===== src/stepper_pkg.sv =====
// ****************************************************************
// step timing package
// ****************************************************************
package stepper_pkg;

	// ************************************************************
	// register offsets, one byte each
	// ************************************************************
	localparam logic [7:0] ADDR_STEPS_PER_REV_LOW   = 8'h14;
	localparam logic [7:0] ADDR_STEPS_PER_REV_HIGH  = 8'h15;
	localparam logic [7:0] ADDR_FWD_PULSE_WIDTH_LOW  = 8'h16;
	localparam logic [7:0] ADDR_FWD_PULSE_WIDTH_HIGH = 8'h17;
	localparam logic [7:0] ADDR_REV_PULSE_WIDTH_LOW  = 8'h18;
	localparam logic [7:0] ADDR_REV_PULSE_WIDTH_HIGH = 8'h19;
	localparam logic [7:0] ADDR_FWD_STEP_COUNT_LOW   = 8'h1a;
	localparam logic [7:0] ADDR_FWD_STEP_COUNT_HIGH  = 8'h1b;
	localparam logic [7:0] ADDR_REV_STEP_COUNT_LOW   = 8'h1c;
	localparam logic [7:0] ADDR_REV_STEP_COUNT_HIGH  = 8'h1d;
	localparam logic [7:0] ADDR_FWD_REV_COUNT_LOW    = 8'h1e;
	localparam logic [7:0] ADDR_FWD_REV_COUNT_HIGH   = 8'h1f;

	// reset value of every register word
	localparam logic [15:0] REG_RESET = 16'h0000;
	// read value for an offset outside the block
	localparam logic [7:0]  RDATA_UNMAPPED = 8'h00;

	// ************************************************************
	// pulse width word layout
	// ************************************************************
	localparam int unsigned SCALE_MSB  = 15;
	localparam int unsigned SCALE_LSB  = 13;
	localparam int unsigned WIDTH_MSB  = 12;
	localparam logic [12:0] WIDTH_MAX  = 13'h1fff;

	// ************************************************************
	// timing
	// ************************************************************
	localparam int unsigned CLK_HZ       = 25_000_000;
	localparam int unsigned BASE_HZ      = 1_000_000;
	localparam int unsigned CYC_PER_US   = CLK_HZ / BASE_HZ;
	localparam int unsigned MIN_WIDTH_US = 3;
	localparam logic [4:0]  US_DIV_LAST  = 5'(CYC_PER_US - 1);

	// ************************************************************
	// types
	// ************************************************************
	typedef enum logic [1:0] {
		ST_IDLE      = 2'b00,
		ST_RAMP_UP   = 2'b01,
		ST_RUN       = 2'b10,
		ST_RAMP_DOWN = 2'b11
	} motion_e;

	typedef struct packed {
		logic [2:0]  range_scale_code;
		logic [12:0] width;
	} pulse_width_s;

	typedef struct packed {
		logic       wr;
		logic       rd;
		logic [7:0] addr;
		logic [7:0] wdata;
	} reg_req_s;

	typedef struct packed {
		logic start;
		logic dir_ccw;
		logic by_rotation;
		logic ramp_up_en;
		logic ramp_down_en;
		logic stop;
	} move_req_s;

	// split a stored word into scale code and width count
	function automatic pulse_width_s split_width(input logic [15:0] word);
		return pulse_width_s'(word);
	endfunction : split_width

endpackage : stepper_pkg


===== src/step_time_base.sv =====
`timescale 1ns/1ps
// ****************************************************************
// microsecond divider and scaled width unit
// ****************************************************************
module step_time_base (
	// clock and reset
	input  wire logic       mclk_i,
	input  wire logic       srst_i,
	// control
	input  wire logic       run_i,
	input  wire logic [2:0] scale_i,
	// one-cycle unit enable
	output logic            unit_tick_o
);

	logic [4:0] us_cnt_r;      // cycles inside one microsecond
	logic [4:0] us_cnt_nxt;
	logic [9:0] unit_cnt_r;    // microseconds inside one unit
	logic [9:0] unit_cnt_nxt;
	logic       tick_nxt;
	logic [9:0] unit_last;     // 3 us scaled by two to the code, minus one

	// next values; counters sit at zero while stopped so each move
	// starts on a clean unit boundary
	always_comb begin
		unit_last    = 10'((stepper_pkg::MIN_WIDTH_US << scale_i) - 1);
		us_cnt_nxt   = us_cnt_r;
		unit_cnt_nxt = unit_cnt_r;
		tick_nxt     = 1'b0;
		if (!run_i) begin
			us_cnt_nxt   = 5'h00;
			unit_cnt_nxt = 10'h000;
		end else if (us_cnt_r == stepper_pkg::US_DIV_LAST) begin
			us_cnt_nxt = 5'h00;
			if (unit_cnt_r >= unit_last) begin
				unit_cnt_nxt = 10'h000;
				tick_nxt     = 1'b1;
			end else begin
				unit_cnt_nxt = unit_cnt_r + 10'h001;
			end
		end else begin
			us_cnt_nxt = us_cnt_r + 5'h01;
		end
	end

	// registers
	always_ff @(posedge mclk_i) begin
		if (srst_i) begin
			us_cnt_r    <= 5'h00;
			unit_cnt_r  <= 10'h000;
			unit_tick_o <= 1'b0;
		end else begin
			us_cnt_r    <= us_cnt_nxt;
			unit_cnt_r  <= unit_cnt_nxt;
			unit_tick_o <= tick_nxt;
		end
	end

endmodule : step_time_base


===== src/step_period_timer.sv =====
`timescale 1ns/1ps
// ****************************************************************
// step period counter: width plus one units per step
// ****************************************************************
module step_period_timer (
	// clock and reset
	input  wire logic        mclk_i,
	input  wire logic        srst_i,
	// control
	input  wire logic        run_i,
	input  wire logic        unit_tick_i,
	input  wire logic [12:0] width_i,
	// one-cycle end of step period
	output logic             period_done_o
);

	logic [12:0] cnt_r;     // units elapsed in this period
	logic [12:0] cnt_nxt;
	logic        done_nxt;

	// next values; width is read live so a ramp takes effect next step
	always_comb begin
		cnt_nxt  = cnt_r;
		done_nxt = 1'b0;
		if (!run_i) begin
			cnt_nxt = 13'h0000;
		end else if (unit_tick_i) begin
			if (cnt_r >= width_i) begin
				cnt_nxt  = 13'h0000;
				done_nxt = 1'b1;
			end else begin
				cnt_nxt = cnt_r + 13'h0001;
			end
		end
	end

	// registers
	always_ff @(posedge mclk_i) begin
		if (srst_i) begin
			cnt_r         <= 13'h0000;
			period_done_o <= 1'b0;
		end else begin
			cnt_r         <= cnt_nxt;
			period_done_o <= done_nxt;
		end
	end

endmodule : step_period_timer


===== src/step_timing_core.sv =====
`timescale 1ns/1ps
// ****************************************************************
// step timing core: registers, move length, ramp, step pulses
// ****************************************************************
module step_timing_core (
	// clock and reset
	input  wire logic                    mclk_i,
	input  wire logic                    srst_i,
	// register port from the serial front end
	input  wire stepper_pkg::reg_req_s   reg_req_i,
	output logic [7:0]                   rdata_o,
	// move control from the sequencer
	input  wire stepper_pkg::move_req_s  move_req_i,
	// motion outputs
	output logic                         step_o,
	output logic                         dir_ccw_o,
	output logic                         busy_o,
	output logic                         done_o
);

	// ************************************************************
	// register file
	// ************************************************************
	logic [15:0] spr_r;          // steps per revolution
	logic [15:0] fwd_pw_r;       // forward pulse width word
	logic [15:0] rev_pw_r;       // reverse pulse width word
	logic [15:0] fwd_steps_r;    // forward step count
	logic [15:0] rev_steps_r;    // reverse step count
	logic [15:0] fwd_rots_r;     // forward rotation count
	logic [15:0] spr_nxt;
	logic [15:0] fwd_pw_nxt;
	logic [15:0] rev_pw_nxt;
	logic [15:0] fwd_steps_nxt;
	logic [15:0] rev_steps_nxt;
	logic [15:0] fwd_rots_nxt;
	logic [7:0]  rdata_nxt;

	// byte write into one half of a word
	function automatic logic [15:0] put_byte(input logic [15:0] word,
		input logic high, input logic [7:0] data);
		return high ? {data, word[7:0]} : {word[15:8], data};
	endfunction : put_byte

	// write decode and read mux
	always_comb begin
		spr_nxt       = spr_r;
		fwd_pw_nxt    = fwd_pw_r;
		rev_pw_nxt    = rev_pw_r;
		fwd_steps_nxt = fwd_steps_r;
		rev_steps_nxt = rev_steps_r;
		fwd_rots_nxt  = fwd_rots_r;
		if (reg_req_i.wr) begin
			unique case (reg_req_i.addr)
				stepper_pkg::ADDR_STEPS_PER_REV_LOW,
				stepper_pkg::ADDR_STEPS_PER_REV_HIGH: begin
					spr_nxt = put_byte(spr_r, reg_req_i.addr[0], reg_req_i.wdata);
				end
				stepper_pkg::ADDR_FWD_PULSE_WIDTH_LOW,
				stepper_pkg::ADDR_FWD_PULSE_WIDTH_HIGH: begin
					fwd_pw_nxt = put_byte(fwd_pw_r, reg_req_i.addr[0], reg_req_i.wdata);
				end
				stepper_pkg::ADDR_REV_PULSE_WIDTH_LOW,
				stepper_pkg::ADDR_REV_PULSE_WIDTH_HIGH: begin
					rev_pw_nxt = put_byte(rev_pw_r, reg_req_i.addr[0], reg_req_i.wdata);
				end
				stepper_pkg::ADDR_FWD_STEP_COUNT_LOW,
				stepper_pkg::ADDR_FWD_STEP_COUNT_HIGH: begin
					fwd_steps_nxt = put_byte(fwd_steps_r, reg_req_i.addr[0], reg_req_i.wdata);
				end
				stepper_pkg::ADDR_REV_STEP_COUNT_LOW,
				stepper_pkg::ADDR_REV_STEP_COUNT_HIGH: begin
					rev_steps_nxt = put_byte(rev_steps_r, reg_req_i.addr[0], reg_req_i.wdata);
				end
				stepper_pkg::ADDR_FWD_REV_COUNT_LOW,
				stepper_pkg::ADDR_FWD_REV_COUNT_HIGH: begin
					fwd_rots_nxt = put_byte(fwd_rots_r, reg_req_i.addr[0], reg_req_i.wdata);
				end
				// other offsets belong to other blocks: writes ignored
				default: begin
				end
			endcase
		end
		// read data held until the next read
		rdata_nxt = rdata_o;
		if (reg_req_i.rd) begin
			unique case (reg_req_i.addr)
				stepper_pkg::ADDR_STEPS_PER_REV_LOW:    rdata_nxt = spr_r[7:0];
				stepper_pkg::ADDR_STEPS_PER_REV_HIGH:   rdata_nxt = spr_r[15:8];
				stepper_pkg::ADDR_FWD_PULSE_WIDTH_LOW:  rdata_nxt = fwd_pw_r[7:0];
				stepper_pkg::ADDR_FWD_PULSE_WIDTH_HIGH: rdata_nxt = fwd_pw_r[15:8];
				stepper_pkg::ADDR_REV_PULSE_WIDTH_LOW:  rdata_nxt = rev_pw_r[7:0];
				stepper_pkg::ADDR_REV_PULSE_WIDTH_HIGH: rdata_nxt = rev_pw_r[15:8];
				stepper_pkg::ADDR_FWD_STEP_COUNT_LOW:   rdata_nxt = fwd_steps_r[7:0];
				stepper_pkg::ADDR_FWD_STEP_COUNT_HIGH:  rdata_nxt = fwd_steps_r[15:8];
				stepper_pkg::ADDR_REV_STEP_COUNT_LOW:   rdata_nxt = rev_steps_r[7:0];
				stepper_pkg::ADDR_REV_STEP_COUNT_HIGH:  rdata_nxt = rev_steps_r[15:8];
				stepper_pkg::ADDR_FWD_REV_COUNT_LOW:    rdata_nxt = fwd_rots_r[7:0];
				stepper_pkg::ADDR_FWD_REV_COUNT_HIGH:   rdata_nxt = fwd_rots_r[15:8];
				default:                                rdata_nxt = stepper_pkg::RDATA_UNMAPPED;
			endcase
		end
	end

	// register storage, all words clear on reset
	always_ff @(posedge mclk_i) begin
		if (srst_i) begin
			spr_r       <= stepper_pkg::REG_RESET;
			fwd_pw_r    <= stepper_pkg::REG_RESET;
			rev_pw_r    <= stepper_pkg::REG_RESET;
			fwd_steps_r <= stepper_pkg::REG_RESET;
			rev_steps_r <= stepper_pkg::REG_RESET;
			fwd_rots_r  <= stepper_pkg::REG_RESET;
			rdata_o     <= 8'h00;
		end else begin
			spr_r       <= spr_nxt;
			fwd_pw_r    <= fwd_pw_nxt;
			rev_pw_r    <= rev_pw_nxt;
			fwd_steps_r <= fwd_steps_nxt;
			rev_steps_r <= rev_steps_nxt;
			fwd_rots_r  <= fwd_rots_nxt;
			rdata_o     <= rdata_nxt;
		end
	end

	// ************************************************************
	// motion control
	// ************************************************************
	stepper_pkg::motion_e      state_r;      // motion phase
	stepper_pkg::motion_e      state_nxt;
	logic [31:0]               remain_r;     // steps left in this move
	logic [31:0]               remain_nxt;
	logic [12:0]               width_r;      // width count in use now
	logic [12:0]               width_nxt;
	logic [2:0]                scale_r;      // scale code of this move
	logic [2:0]                scale_nxt;
	logic                      ramp_dn_r;    // ramp down allowed this move
	logic                      ramp_dn_nxt;
	logic                      dir_nxt;
	logic                      done_nxt;
	stepper_pkg::pulse_width_s sel_pw;       // word for requested direction
	stepper_pkg::pulse_width_s run_pw;       // word for running direction
	logic [31:0]               move_len;     // steps requested
	logic                      unit_tick;
	logic                      period_done;
	logic                      running;

	assign running = (state_r != stepper_pkg::ST_IDLE);

	// divider to the scaled width unit
	step_time_base u_time_base (
		.mclk_i      (mclk_i),
		.srst_i      (srst_i),
		.run_i       (running),
		.scale_i     (scale_r),
		.unit_tick_o (unit_tick)
	);

	// counts width plus one units per step
	step_period_timer u_period (
		.mclk_i        (mclk_i),
		.srst_i        (srst_i),
		.run_i         (running),
		.unit_tick_i   (unit_tick),
		.width_i       (width_r),
		.period_done_o (period_done)
	);

	// move sequencing; a stop request outranks the end of a move
	always_comb begin
		// rotation moves run forward, so they take the forward word too
		sel_pw = stepper_pkg::split_width(
			(move_req_i.dir_ccw && !move_req_i.by_rotation) ? rev_pw_r : fwd_pw_r);
		run_pw = stepper_pkg::split_width(dir_ccw_o ? rev_pw_r : fwd_pw_r);
		// rotation moves run forward; the product is only meaningful once
		// the host has set a nonzero steps per revolution
		if (move_req_i.by_rotation) begin
			move_len = 32'(fwd_rots_r) * 32'(spr_r);
		end else if (move_req_i.dir_ccw) begin
			move_len = 32'(rev_steps_r);
		end else begin
			move_len = 32'(fwd_steps_r);
		end
		state_nxt   = state_r;
		remain_nxt  = remain_r;
		width_nxt   = width_r;
		scale_nxt   = scale_r;
		ramp_dn_nxt = ramp_dn_r;
		dir_nxt     = dir_ccw_o;
		done_nxt    = 1'b0;
		unique case (state_r)
			stepper_pkg::ST_IDLE: begin
				if (move_req_i.start) begin
					dir_nxt     = move_req_i.dir_ccw & ~move_req_i.by_rotation;
					scale_nxt   = sel_pw.range_scale_code;
					remain_nxt  = move_len;
					ramp_dn_nxt = move_req_i.ramp_down_en;
					if (move_len == 32'h0000_0000) begin
						done_nxt = 1'b1; // empty move ends at once
					end else if (move_req_i.ramp_up_en) begin
						width_nxt = stepper_pkg::WIDTH_MAX;
						state_nxt = stepper_pkg::ST_RAMP_UP;
					end else begin
						width_nxt = sel_pw.width;
						state_nxt = stepper_pkg::ST_RUN;
					end
				end
			end
			stepper_pkg::ST_RAMP_UP, stepper_pkg::ST_RUN: begin
				if (move_req_i.stop) begin
					if (ramp_dn_r) begin
						state_nxt = stepper_pkg::ST_RAMP_DOWN;
					end else begin
						state_nxt = stepper_pkg::ST_IDLE;
						done_nxt  = 1'b1;
					end
				end else if (period_done) begin
					remain_nxt = remain_r - 32'h0000_0001;
					if (remain_r == 32'h0000_0001) begin
						state_nxt = stepper_pkg::ST_IDLE;
						done_nxt  = 1'b1;
					end else if (state_r == stepper_pkg::ST_RAMP_UP) begin
						// one count faster per step until the target
						if ({1'b0, width_r} > {1'b0, run_pw.width} + 14'h0001) begin
							width_nxt = width_r - 13'h0001;
						end else begin
							width_nxt = run_pw.width;
							state_nxt = stepper_pkg::ST_RUN;
						end
					end else begin
						width_nxt = run_pw.width;
					end
				end
			end
			stepper_pkg::ST_RAMP_DOWN: begin
				if (period_done) begin
					remain_nxt = remain_r - 32'h0000_0001;
					if (width_r == stepper_pkg::WIDTH_MAX ||
						remain_r == 32'h0000_0001) begin
						state_nxt = stepper_pkg::ST_IDLE;
						done_nxt  = 1'b1;
					end else begin
						width_nxt = width_r + 13'h0001;
					end
				end
			end
		endcase
	end

	// motion registers; outputs come straight from flops
	always_ff @(posedge mclk_i) begin
		if (srst_i) begin
			state_r   <= stepper_pkg::ST_IDLE;
			remain_r  <= 32'h0000_0000;
			width_r   <= 13'h0000;
			scale_r   <= 3'h0;
			ramp_dn_r <= 1'b0;
			dir_ccw_o <= 1'b0;
			done_o    <= 1'b0;
			busy_o    <= 1'b0;
			step_o    <= 1'b0;
		end else begin
			state_r   <= state_nxt;
			remain_r  <= remain_nxt;
			width_r   <= width_nxt;
			scale_r   <= scale_nxt;
			ramp_dn_r <= ramp_dn_nxt;
			dir_ccw_o <= dir_nxt;
			done_o    <= done_nxt;
			busy_o    <= (state_nxt != stepper_pkg::ST_IDLE);
			step_o    <= period_done & running;
		end
	end

	// ************************************************************
	// checks
	// ************************************************************
	logic [31:0] gap_cnt_r;    // cycles since the last step period end
	logic        steady_r;     // a full period has run at steady width
	logic [31:0] expect_gap;   // cycles per step at the running width

	always_comb begin
		expect_gap = 32'(stepper_pkg::CYC_PER_US * stepper_pkg::MIN_WIDTH_US)
			* (32'h1 << scale_r) * (32'(width_r) + 32'h1);
	end

	always_ff @(posedge mclk_i) begin
		if (srst_i) begin
			gap_cnt_r <= 32'h0;
			steady_r  <= 1'b0;
		end else begin
			gap_cnt_r <= period_done ? 32'h0 : gap_cnt_r + 32'h1;
			steady_r  <= (state_r == stepper_pkg::ST_RUN) &&
				(period_done || steady_r) && (width_nxt == width_r);
		end
	end
endmodule : step_timing_core


===== config.mk =====
export PLATFORM = sky130hd
export DESIGN_NAME = step_timing_core
export DESIGN_NICKNAME = d
export VERILOG_FILES = /design/src/stepper_pkg.sv /design/src/step_time_base.sv /design/src/step_period_timer.sv /design/src/step_timing_core.sv
export SDC_FILE = /design/constraint.sdc
export NUM_CORES = 1
export LEC_CHECK = 0
export ABC_AREA = 1
export BUFFER_PORTS_ARGS = -buffer_cell sky130_fd_sc_hd__clkbuf_2
export CORE_MARGIN = 1
export CORE_UTILIZATION = 40
export CTS_BUF_LIST = sky130_fd_sc_hd__clkbuf_16
export DETAILED_ROUTE_END_ITERATION = 8
export HOLD_SLACK_MARGIN = 0.06
export PLACE_DENSITY = 0.63
export SETUP_SLACK_MARGIN = 0.15
export SLEW_MARGIN = 20
export SYNTH_ARGS = -nofsm -noshare
export SYNTH_HDL_FRONTEND = slang
export SYNTH_SLANG_ARGS = --single-unit

===== constraint.sdc =====
create_clock -name mclk_i -period 8.7 [get_ports mclk_i]
set_input_delay 1.305 -clock mclk_i [delete_from_list [all_inputs] [get_ports mclk_i]]
set_output_delay 1.305 -clock mclk_i [all_outputs]
set_load 0.05 [all_outputs]

# Yosys cells after proc, flatten, opt, wreduce, memory -nomap -nowiden
# Index checks and enable logic that the tools add are counted.
# totals
word_cells	150
input_bits	26
out_inout_bits	12
ff_bits	189
# op_classes
shift	1
order_cmp	3
eq_ne	25
n_bitwise	7
n_reduce_logical	33
add_sub_neg	8
mul	1
muxes	45
# op_table
op	n
$mux W13	12
$mux W32	4
$eq A8 B5 Y1 const B	12
$pmux W32 S3	1
$pmux W8 S12	1
$pmux W13 S3	1
$reduce_and A3 Y1	12
$eq A32 B1 Y1 const B	1
$logic_not A32 Y1	1
$mul A16 B16 Y32	1
$mux W16	2
$sub A32 B1 Y32 const B	1
$add A13 B1 Y13 const B	2
$mux W2	11
$reduce_or A2 Y1	8
$add A13 B1 Y14 const B	1
$gt A13 B14 Y1	1
$eq A13 B13 Y1 const B	1
$ge A13 B13 Y1	1
$sub A13 B1 Y13 const B	1
$add A10 B1 Y10 const B	1
$ge A10 B10 Y1	1
$mux W1	10
$mux W10	1
20 further kinds	35

# Logic depth before layout (Yosys ltp)
# Gate-level depths: netlist (run 1).
# logic_depth
ltp_word	10
ltp_mapped	37
mapped_depth_nobuf	34

# By module
# A second synthesis (run 1) with hierarchy kept.
# hier_totals
hier_cells	3011
area_unflattened_um2	20774.9
# modules_own_cells
mod	instances	seq_area_each_um2	cells_each	area_each_um2
step_timing_core	1	3183.1	2700	18565.3
step_time_base	1	320.3	168	1181.1
step_period_timer	1	280.3	143	1028.5

# Worst setup path after synthesis (run 1)
# No wires, ideal clock.
# synth_timing
path_kind	register to register
startpoint	register fwd_rots_r[15]
endpoint	register width_r[8]
slack_ns	2.681
n_path_buf	3
arrival_time_ns	5.904
period_less_slack_ns	6.019
t_required_ns	8.586
stages_incl_launch_ff	34
setup_time_ns	0.114
cell_sequence	dfxtp_1 clkbuf_1 buf_1 nand2_1 fa_1 fa_1 inv_1 fa_1 inv_1 fa_1 fa_1 fa_1 inv_1 ha_1 nand2_1 nor2_1 inv_1 nor3_2 nand2_1 nand2_1 nand2_1 nand3_1 nand2_1 nor2_1 nand2_1 nor2_2 nand3_2 nand2_2 nand2_4 nand2_4 buf_6 nand2_1 nand2_1 nor2_2
# synth_between
elab_chain_cells	5
# synth_lines
element	line_no	text
start: declaration	step_timing_core.sv:29	logic [15:0] fwd_rots_r;
start signal: assignment	step_timing_core.sv:112	fwd_rots_r <= stepper_pkg::REG_RESET;
start signal: assignment	step_timing_core.sv:120	fwd_rots_r <= fwd_rots_nxt;
$mul A16 B16 Y32	step_timing_core.sv:177	move_len = 32'(fwd_rots_r) * 32'(spr_r);
$mux W32	step_timing_core.sv:176	if (move_req_i.by_rotation) begin
$logic_not A32 Y1	step_timing_core.sv:197	if (move_len == 32'h0000_0000) begin
$ne A2 B2 Y1 (no source line)	--	
$reduce_and A7 Y1 (no source line)	--	
end signal: assignment	step_timing_core.sv:264	width_r <= width_nxt;
end: declaration	step_timing_core.sv:132	logic [12:0] width_r;
# Every way passes these cells.
# A chain may end at the register's enable or synchronous reset.

# Final worst setup path (run 1)
# layout_timing
startpoint	register fwd_rots_r[11]
endpoint	register width_r[4]
# Same word-level chain as after synthesis.

==> flow_summary_export.csv, run 1 <==
group,metric,value,unit
finish,layout-drive-gt1-share,4.45,%
cts,clk_pin_slew,80,ps
worst_setup_path,crit_type,"flop to flop",
global_routing,grt_max_degree,73,
synth,ys.warnings.count,0,
sta,worstMarginPinSlew,1010,ps
synth,synth_edf_count,0,
placement,placed_area,0.0211,mm²
route,drt_wl_total,63000,µm
sta,setup_tns,0,ps
global_routing,track_usage,24.7,%
cts,ctsHtreeMaxLevel,4,
sta,clock.fmax,0.144,GHz
floorplan,die_y,229,µm
sta,period_needed,6950,ps
pwr,peakVddDrop,0.164,mV
worst_setup_path,crit_path_max_incr_delay,990,ps
worst_setup_path,crit_slowest_cell,"dfxtp_1",
sta,setup_viol,0,
cts,cts.sinks,189,
route,viasPerCell,5.36,
worst_setup_path,worst-path-buf-inv,3,
finish,fin_nets,3283,
route,drc_errors,0,
finish,fin_area,0.0217,mm²
synth,syn_nets,3359,
route,num_vias,19300,
cts,cts_post_setup_buffers_inserted,0,
synth,synthFlopType,"dfxtp_1",
pwr,power,0.00235,W
floorplan,dieWidth,229,µm
synth,mappedNetlistArea,0.0205,mm²
worst_setup_path,cp_num_cells,27,
pwr,power_density,108,mW/mm²
sta,hold_violations,0,
floorplan,core,0.0504,mm²
cts,insertion_delay,470,ps
synth,async_flop_share,0,%
sta,slew_violations,0,
route,ant_nets,0,
floorplan,row_count,82,
worst_setup_path,cp.arrival,7310,ps
worst_setup_path,crit_fanout,20,
floorplan,die_area,0.0523,mm²
synth,synth_cell_types,56,
route,routedWlPerCell,17.5,µm
cts,cts_buffers,17,
global_routing,antenna_found_initial,3,
synth,postSynthCellCount,2984,
worst_setup_path,crit_required,9070,ps
worst_setup_path,crit_top_cell,"fa_1",
cts,ctsResizeCount,0,
route,drt_pass1_iterations,6,
worst_setup_path,critPathCaptureType,"flop",
finish,area_delta_synth_final,5.45,%
global_routing,grt_pass1_wl,103000,µm
cts,root_buffer,"clkbuf_16",
global_routing,grt.overflow.total,0,
synth,ys_seq_elements,189,
cts,ctsHoldBuffers,0,
cts,cts_tree,"built",
run_status,status,"finished, final reports clean",
placement,io_buffers,37,
synth,synth_seq_area_share,18.4,%
placement,dp_hpwl,48400,µm
worst_setup_path,reg2regPathDepth,27,
worst_hold_path,whs_path_depth,1,
placement,gp_congestion,0.924,
floorplan,start_util,40.8,%
worst_setup_path,path_delay_family,"adder cells",
job,cap_violations,0,
worst_setup_path,start_kind,"flop",
synth,avgSynthCellArea,6.89,µm²
global_routing,grt_pass1_vias,19300,
sta,rsz0062_at_grt,"no",
sta,finalClockSkew,14.0,ps
route,drt_iter0_drc,1724,
cts,clk_path_buf_depth,2,
worst_hold_path,hold_path_class,"flop to flop",
pwr,p_leak,9.78,nW
sta,slew_headroom,32.4,%
sta,fin_crit_sh,79.9,%
floorplan,io_pins,38,
## final cells by class
type | count | area [µm²]
flip-flops and latches | 189 | 3780
clock inverters | 14 | 148
repair buffers | 52 | 298
clock buffers | 17 | 425
well taps | 672 | 841
diodes | 2 | 5.00
fillers | 5219 | 28700
inverters | 543 | 2040
multi-input cells | 2105 | 14100
## power breakdown
group          switching [W]  total [W]  internal, W  leakage (nW)
combinational       0.000405   0.000599     0.000194          7.97
sequential         0.0000522   0.000949     0.000896          1.53
clock               0.000393   0.000799     0.000406         0.281
total               0.000850    0.00235      0.00150          9.78
## layer usage
metal | vias up | part of all wire, % | track usage, % | wire length, µm
li1 | 9211 | - | - | -
met1 | 9228 | 44 | 32.8 | 27600
met2 | 719 | 46 | 40.6 | 29200
met3 | 117 | 7.0 | 3.78 | 4410
met4 | 2 | 2.8 | 9.02 | 1760
met5 | - | 0.021 | 0 | 13
## sequential cells by signal, indices dropped and copies added, names as in the netlist, 10 cells and up
| signal | flops |
|---|---|
| rev_pw_r | 16 |
| u_time_base.unit_cnt_r | 10 |
| u_period.cnt_r | 13 |
| fwd_steps_r | 16 |
| remain_r | 32 |
| fwd_rots_r | 16 |
| width_r | 13 |
| rev_steps_r | 16 |
| spr_r | 16 |
| fwd_pw_r | 16 |
## final timing paths
kind / start / end / slack [ps]
hold reg to reg: u_time_base.us_cnt_r[0]$_SDFF_PP0_ / u_time_base.us_cnt_r[0]$_SDFF_PP0_ / 470
setup / recovery: fwd_rots_r[11]$_SDFFE_PP0P_ / width_r[4]$_SDFFE_PP0P_ / 1750
setup reg to reg: fwd_rots_r[11]$_SDFFE_PP0P_ / width_r[4]$_SDFFE_PP0P_ / 1750
hold / removal: u_time_base.us_cnt_r[0]$_SDFF_PP0_ / u_time_base.us_cnt_r[0]$_SDFF_PP0_ / 470
## synthesized netlist by cell type (4+ instances only)
cell type,count,area [µm²]
nand3b_1,16,120
clkinv_1,5,18.8
nand3_1,148,741
inv_1,531,1990
a21oi_1,209,1050
xor2_1,44,385
o22ai_1,15,93.8
a21oi_2,4,35.0
nor4_1,17,106
nand4_1,20,125
buf_6,6,67.6
dfxtp_1,189,3780
nand3_2,6,60.1
o21ai_1,16,80.1
o211ai_1,28,210
buf_2,5,25.0
inv_2,7,26.3
o21bai_1,4,30.0
ha_1,155,1940
buf_1,13,48.8
a221oi_1,25,219
nor2_2,7,43.8
fa_1,194,3880
clkbuf_1,120,450
a31oi_1,9,56.3
o21ai_0,150,751
xnor2_1,14,123
nand2_1,753,2830
nor3_1,31,155
nand2_2,9,56.3
nor2_1,196,736
## cells in the final DEF, fill, tap and decap left out, types with 15 or more instances in the layout
cell	n
a221oi_1	25
nor4_1	16
xor2_1	44
dfxtp_1	189
clkbuf_2	37
ha_1	154
inv_1	530
nor2_1	195
nand3b_1	16
nor3_1	31
clkbuf_16	17
a21oi_1	209
nand3_1	148
o21ai_1	15
fa_1	194
o22ai_1	15
o211ai_1	28
nand2_1	753
nand4_1	20
buf_4	15
o21ai_0	150
## kinds of logic (layout without fill, tap and decap cells)
| family | Yosys count | in the layout | synth area share (%) |
|---|---|---|---|
| xor+xnor | 58 | 58 | 2.47 |
| fa+ha+maj | 349 | 349 | 28.3 |
| buf+inv | 690 | 626 | 12.9 |
| simple gates | 1223 | 1223 | 25.0 |
| flops | 189 | 189 | 18.4 |
| compound gates | 474 | 474 | 12.8 |
| other cells | 1 | 3 | 0.0183 |
## through the flow
step | util, % | hold slack, ps | instances | setup WS (ps)
detailed placement | 41.8 | 450 | 3561 | 1790
global route | 43.0 | 498 | 3594 | 1250
floorplan | - | 430 | 2984 | 2680
finish | 43.0 | 467 | 3594 | 1750
CTS | 43.0 | 469 | 3592 | 1770
global placement | 41.8 | 439 | 3561 | 1800
Note: power is estimated with default switching activity, not from simulation.
==> inputs of run 2 (changes only) <==
- PLACE_DENSITY: 0.63 -> 0.65
- clock period: 8.7 -> 5.9 ns (I/O delays scaled with it)
==> run 2 against run 1 <==
Highest routed layer is now met4. Register-to-register slack worse by 1900 ps. Maximum frequency is 14% higher. Cell area is 13% higher. Sequential power is 46% higher. Sequential share of layout area is 1.8 points lower. Clock skew is 1.3 ps higher. Largest cell class unchanged. Setup slack worse by 1900 ps. Non-clock buffer count is 192 higher. The run now ends with setup timing left. Clock-buffer cell count stayed put.
==> flow_summary_export.csv, run 2 (synthesis results as in run 1) <==
group,metric,value,unit
finish,layout-drive-gt1-share,16.4,%
global_routing,track_usage,24.4,%
route,drt_iter0_drc,1686,
worst_setup_path,crit_path_max_incr_delay,550,ps
sta,worst_slack,-196,ps
cts,ctsHoldBuffers,0,
finish,largest-register,"remain_r",
global_routing,grt_max_degree,68,
sta,worstMarginPinSlew,1030,ps
placement,dp_hpwl,48200,µm
floorplan,die_y,229,µm
finish,n_antenna_cell,0,
pwr,sw_frac_of_total,35.0,%
sta,finalClockSkew,15.3,ps
sta,rsz0062_at_grt,"yes",
finish,largest_reg_flops,32,
finish,fin_nets,3478,
floorplan,die_area,0.0523,mm²
cts,clk_pin_slew,80,ps
run_status,status,"finished with violations",
global_routing,grt_pass1_wl,102000,µm
finish,area_delta_synth_final,19.1,%
sta,slew_violations,0,
worst_setup_path,crit_fanout,5,
worst_setup_path,critPathCaptureType,"flop",
worst_setup_path,cp.arrival,6460,ps
worst_hold_path,whs_path_depth,2,
sta,period_needed,6100,ps
global_routing,grt_pass1_vias,19200,
worst_setup_path,crit_type,"flop to flop",
cts,root_buffer,"clkbuf_16",
finish,final_common_cell,"nand2_1",
finish,final_cell_count_no_fill,3788,
route,num_vias,19700,
worst_setup_path,crit_required,6260,ps
worst_setup_path,start_kind,"flop",
worst_setup_path,worst-path-buf-inv,9,
route,drc_errors,0,
worst_setup_path,crit_top_cell,"fa_1",
cts,cts_buffers,17,
pwr,peakVddDrop,0.216,mV
pwr,p_sw,0.00127,W
floorplan,dieWidth,229,µm
global_routing,antenna_found_initial,0,
sta,slew_headroom,31.5,%
run_status,violations,"setup timing",
pwr,power_density,148,mW/mm²
route,ant_nets,0,
placement,io_buffers,37,
sta,setup_viol,16,
cts,cts.sinks,189,
pwr,combPwrFrac,26.3,%
sta,clock.fmax,0.164,GHz
pwr,power_frac_clock,35.4,%
worst_setup_path,path_delay_family,"adder cells",
sta,hold_violations,0,
floorplan,io_pins,38,
floorplan,row_count,82,
sta,setup_tns,-2920,ps
placement,pre_cts_ws,-455,ps
placement,gp_congestion,0.992,
sta,fin_crit_sh,103,%
floorplan,start_util,40.8,%
cts,cts_tree,"built",
pwr,power_frac_seq,38.4,%
route,routedWlPerCell,16.7,µm
pwr,p_int,0.00236,W
route,viasPerCell,5.20,
worst_setup_path,crit_slowest_cell,"fa_1",
finish,final_cell_mix,"696 x nand2_1, 511 x inv_1, 194 x a21oi_1",
worst_hold_path,hold_path_class,"flop to flop",
placement,dp.cells,3719,
floorplan,core,0.0504,mm²
job,cap_violations,0,
worst_setup_path,reg2regPathDepth,33,
cts,insertion_delay,460,ps
cts,ctsHtreeMaxLevel,4,
finish,fin_area,0.0245,mm²
pwr,p_leak,11.0,nW
route,drt_pass1_iterations,7,
worst_setup_path,cp_num_cells,33,
cts,clk_path_buf_depth,2,
placement,placed_area,0.0225,mm²
route,drt_wl_total,63100,µm
global_routing,grt.overflow.total,0,
run 2: changes by cell type in the layout (fill, tap and decap cells not counted), moves of 24 or more:
cell / previous run / this run
buf_12: 0 / 26
buf_4: 15 / 170
nand2_1: 753 / 696
nand2_2: 9 / 55
nand3_1: 148 / 123
nand3_2: 6 / 30
run 2: path summary, 6_finish.rpt:
| check | from | end | slack, ps |
|---|---|---|---|
| setup / recovery | fwd_rots_r[12]$_SDFFE_PP0P_ | width_r[7]$_SDFFE_PP0P_ | -200 |
| hold / removal | rdata_o[4]$_SDFFE_PP0P_ | rdata_o[4]$_SDFFE_PP0P_ | 470 |
| setup reg to reg | fwd_rots_r[12]$_SDFFE_PP0P_ | width_r[7]$_SDFFE_PP0P_ | -200 |
| hold reg to reg | rdata_o[4]$_SDFFE_PP0P_ | rdata_o[4]$_SDFFE_PP0P_ | 470 |
run 2: power by group through the flow:
stage / combinational [W] / clock, W / sequential, W
finish: 0.000951 / 0.00128 / 0.00139
global route: 0.00107 / 0.00134 / 0.00140
CTS: 0.000903 / 0.00130 / 0.00139
detailed placement: 0.000861 / 0 / 0.00142
global placement: 0.000858 / 0 / 0.00142
floorplan: 0.000682 / 0 / 0.00140
run 2: worst register-to-register path: cells and delay by family, from the launching register on:
family / cells / cell delay [ps]
compound gates: 1 / 150
fa+ha+maj: 7 / 3330
buf+inv: 9 / 840
flops: 1 / 390
simple gates: 16 / 1320
run 2: per-stage QoR:
step | total power, W | util (%) | hold WS, ps
global placement | 0.00228 | 44.7 | 452
global route | 0.00382 | 48.6 | 488
detailed placement | 0.00228 | 44.7 | 456
floorplan | 0.00208 | - | 430
CTS | 0.00359 | 47.7 | 468
finish | 0.00362 | 48.6 | 465
run 2: layer usage:
layer	vias up	wire length (µm)	GRT usage [%]
met1	9263	27700	33.0
met3	120	4520	3.66
met5	-	0	0
li1	9622	-	-
met2	708	29000	39.8
met4	0	1840	8.24
run 2: cell type report:
type	instances	area (µm²)
tap	672	841
multi-input combinational	2108	15000
clock buffer	17	425
sequential	189	3840
clock inverter	15	205
fill	4987	25900
inverter	543	2040
timing repair buffer	244	2150
run 2: repair_timing:
item,in CTS,in global routing
gates resized for setup,133,111
buffers inserted,26,7
pin swaps,76,65
hold endpoints to repair,0,0
cloned,4,1
endpoints found under the setup margin,25,26
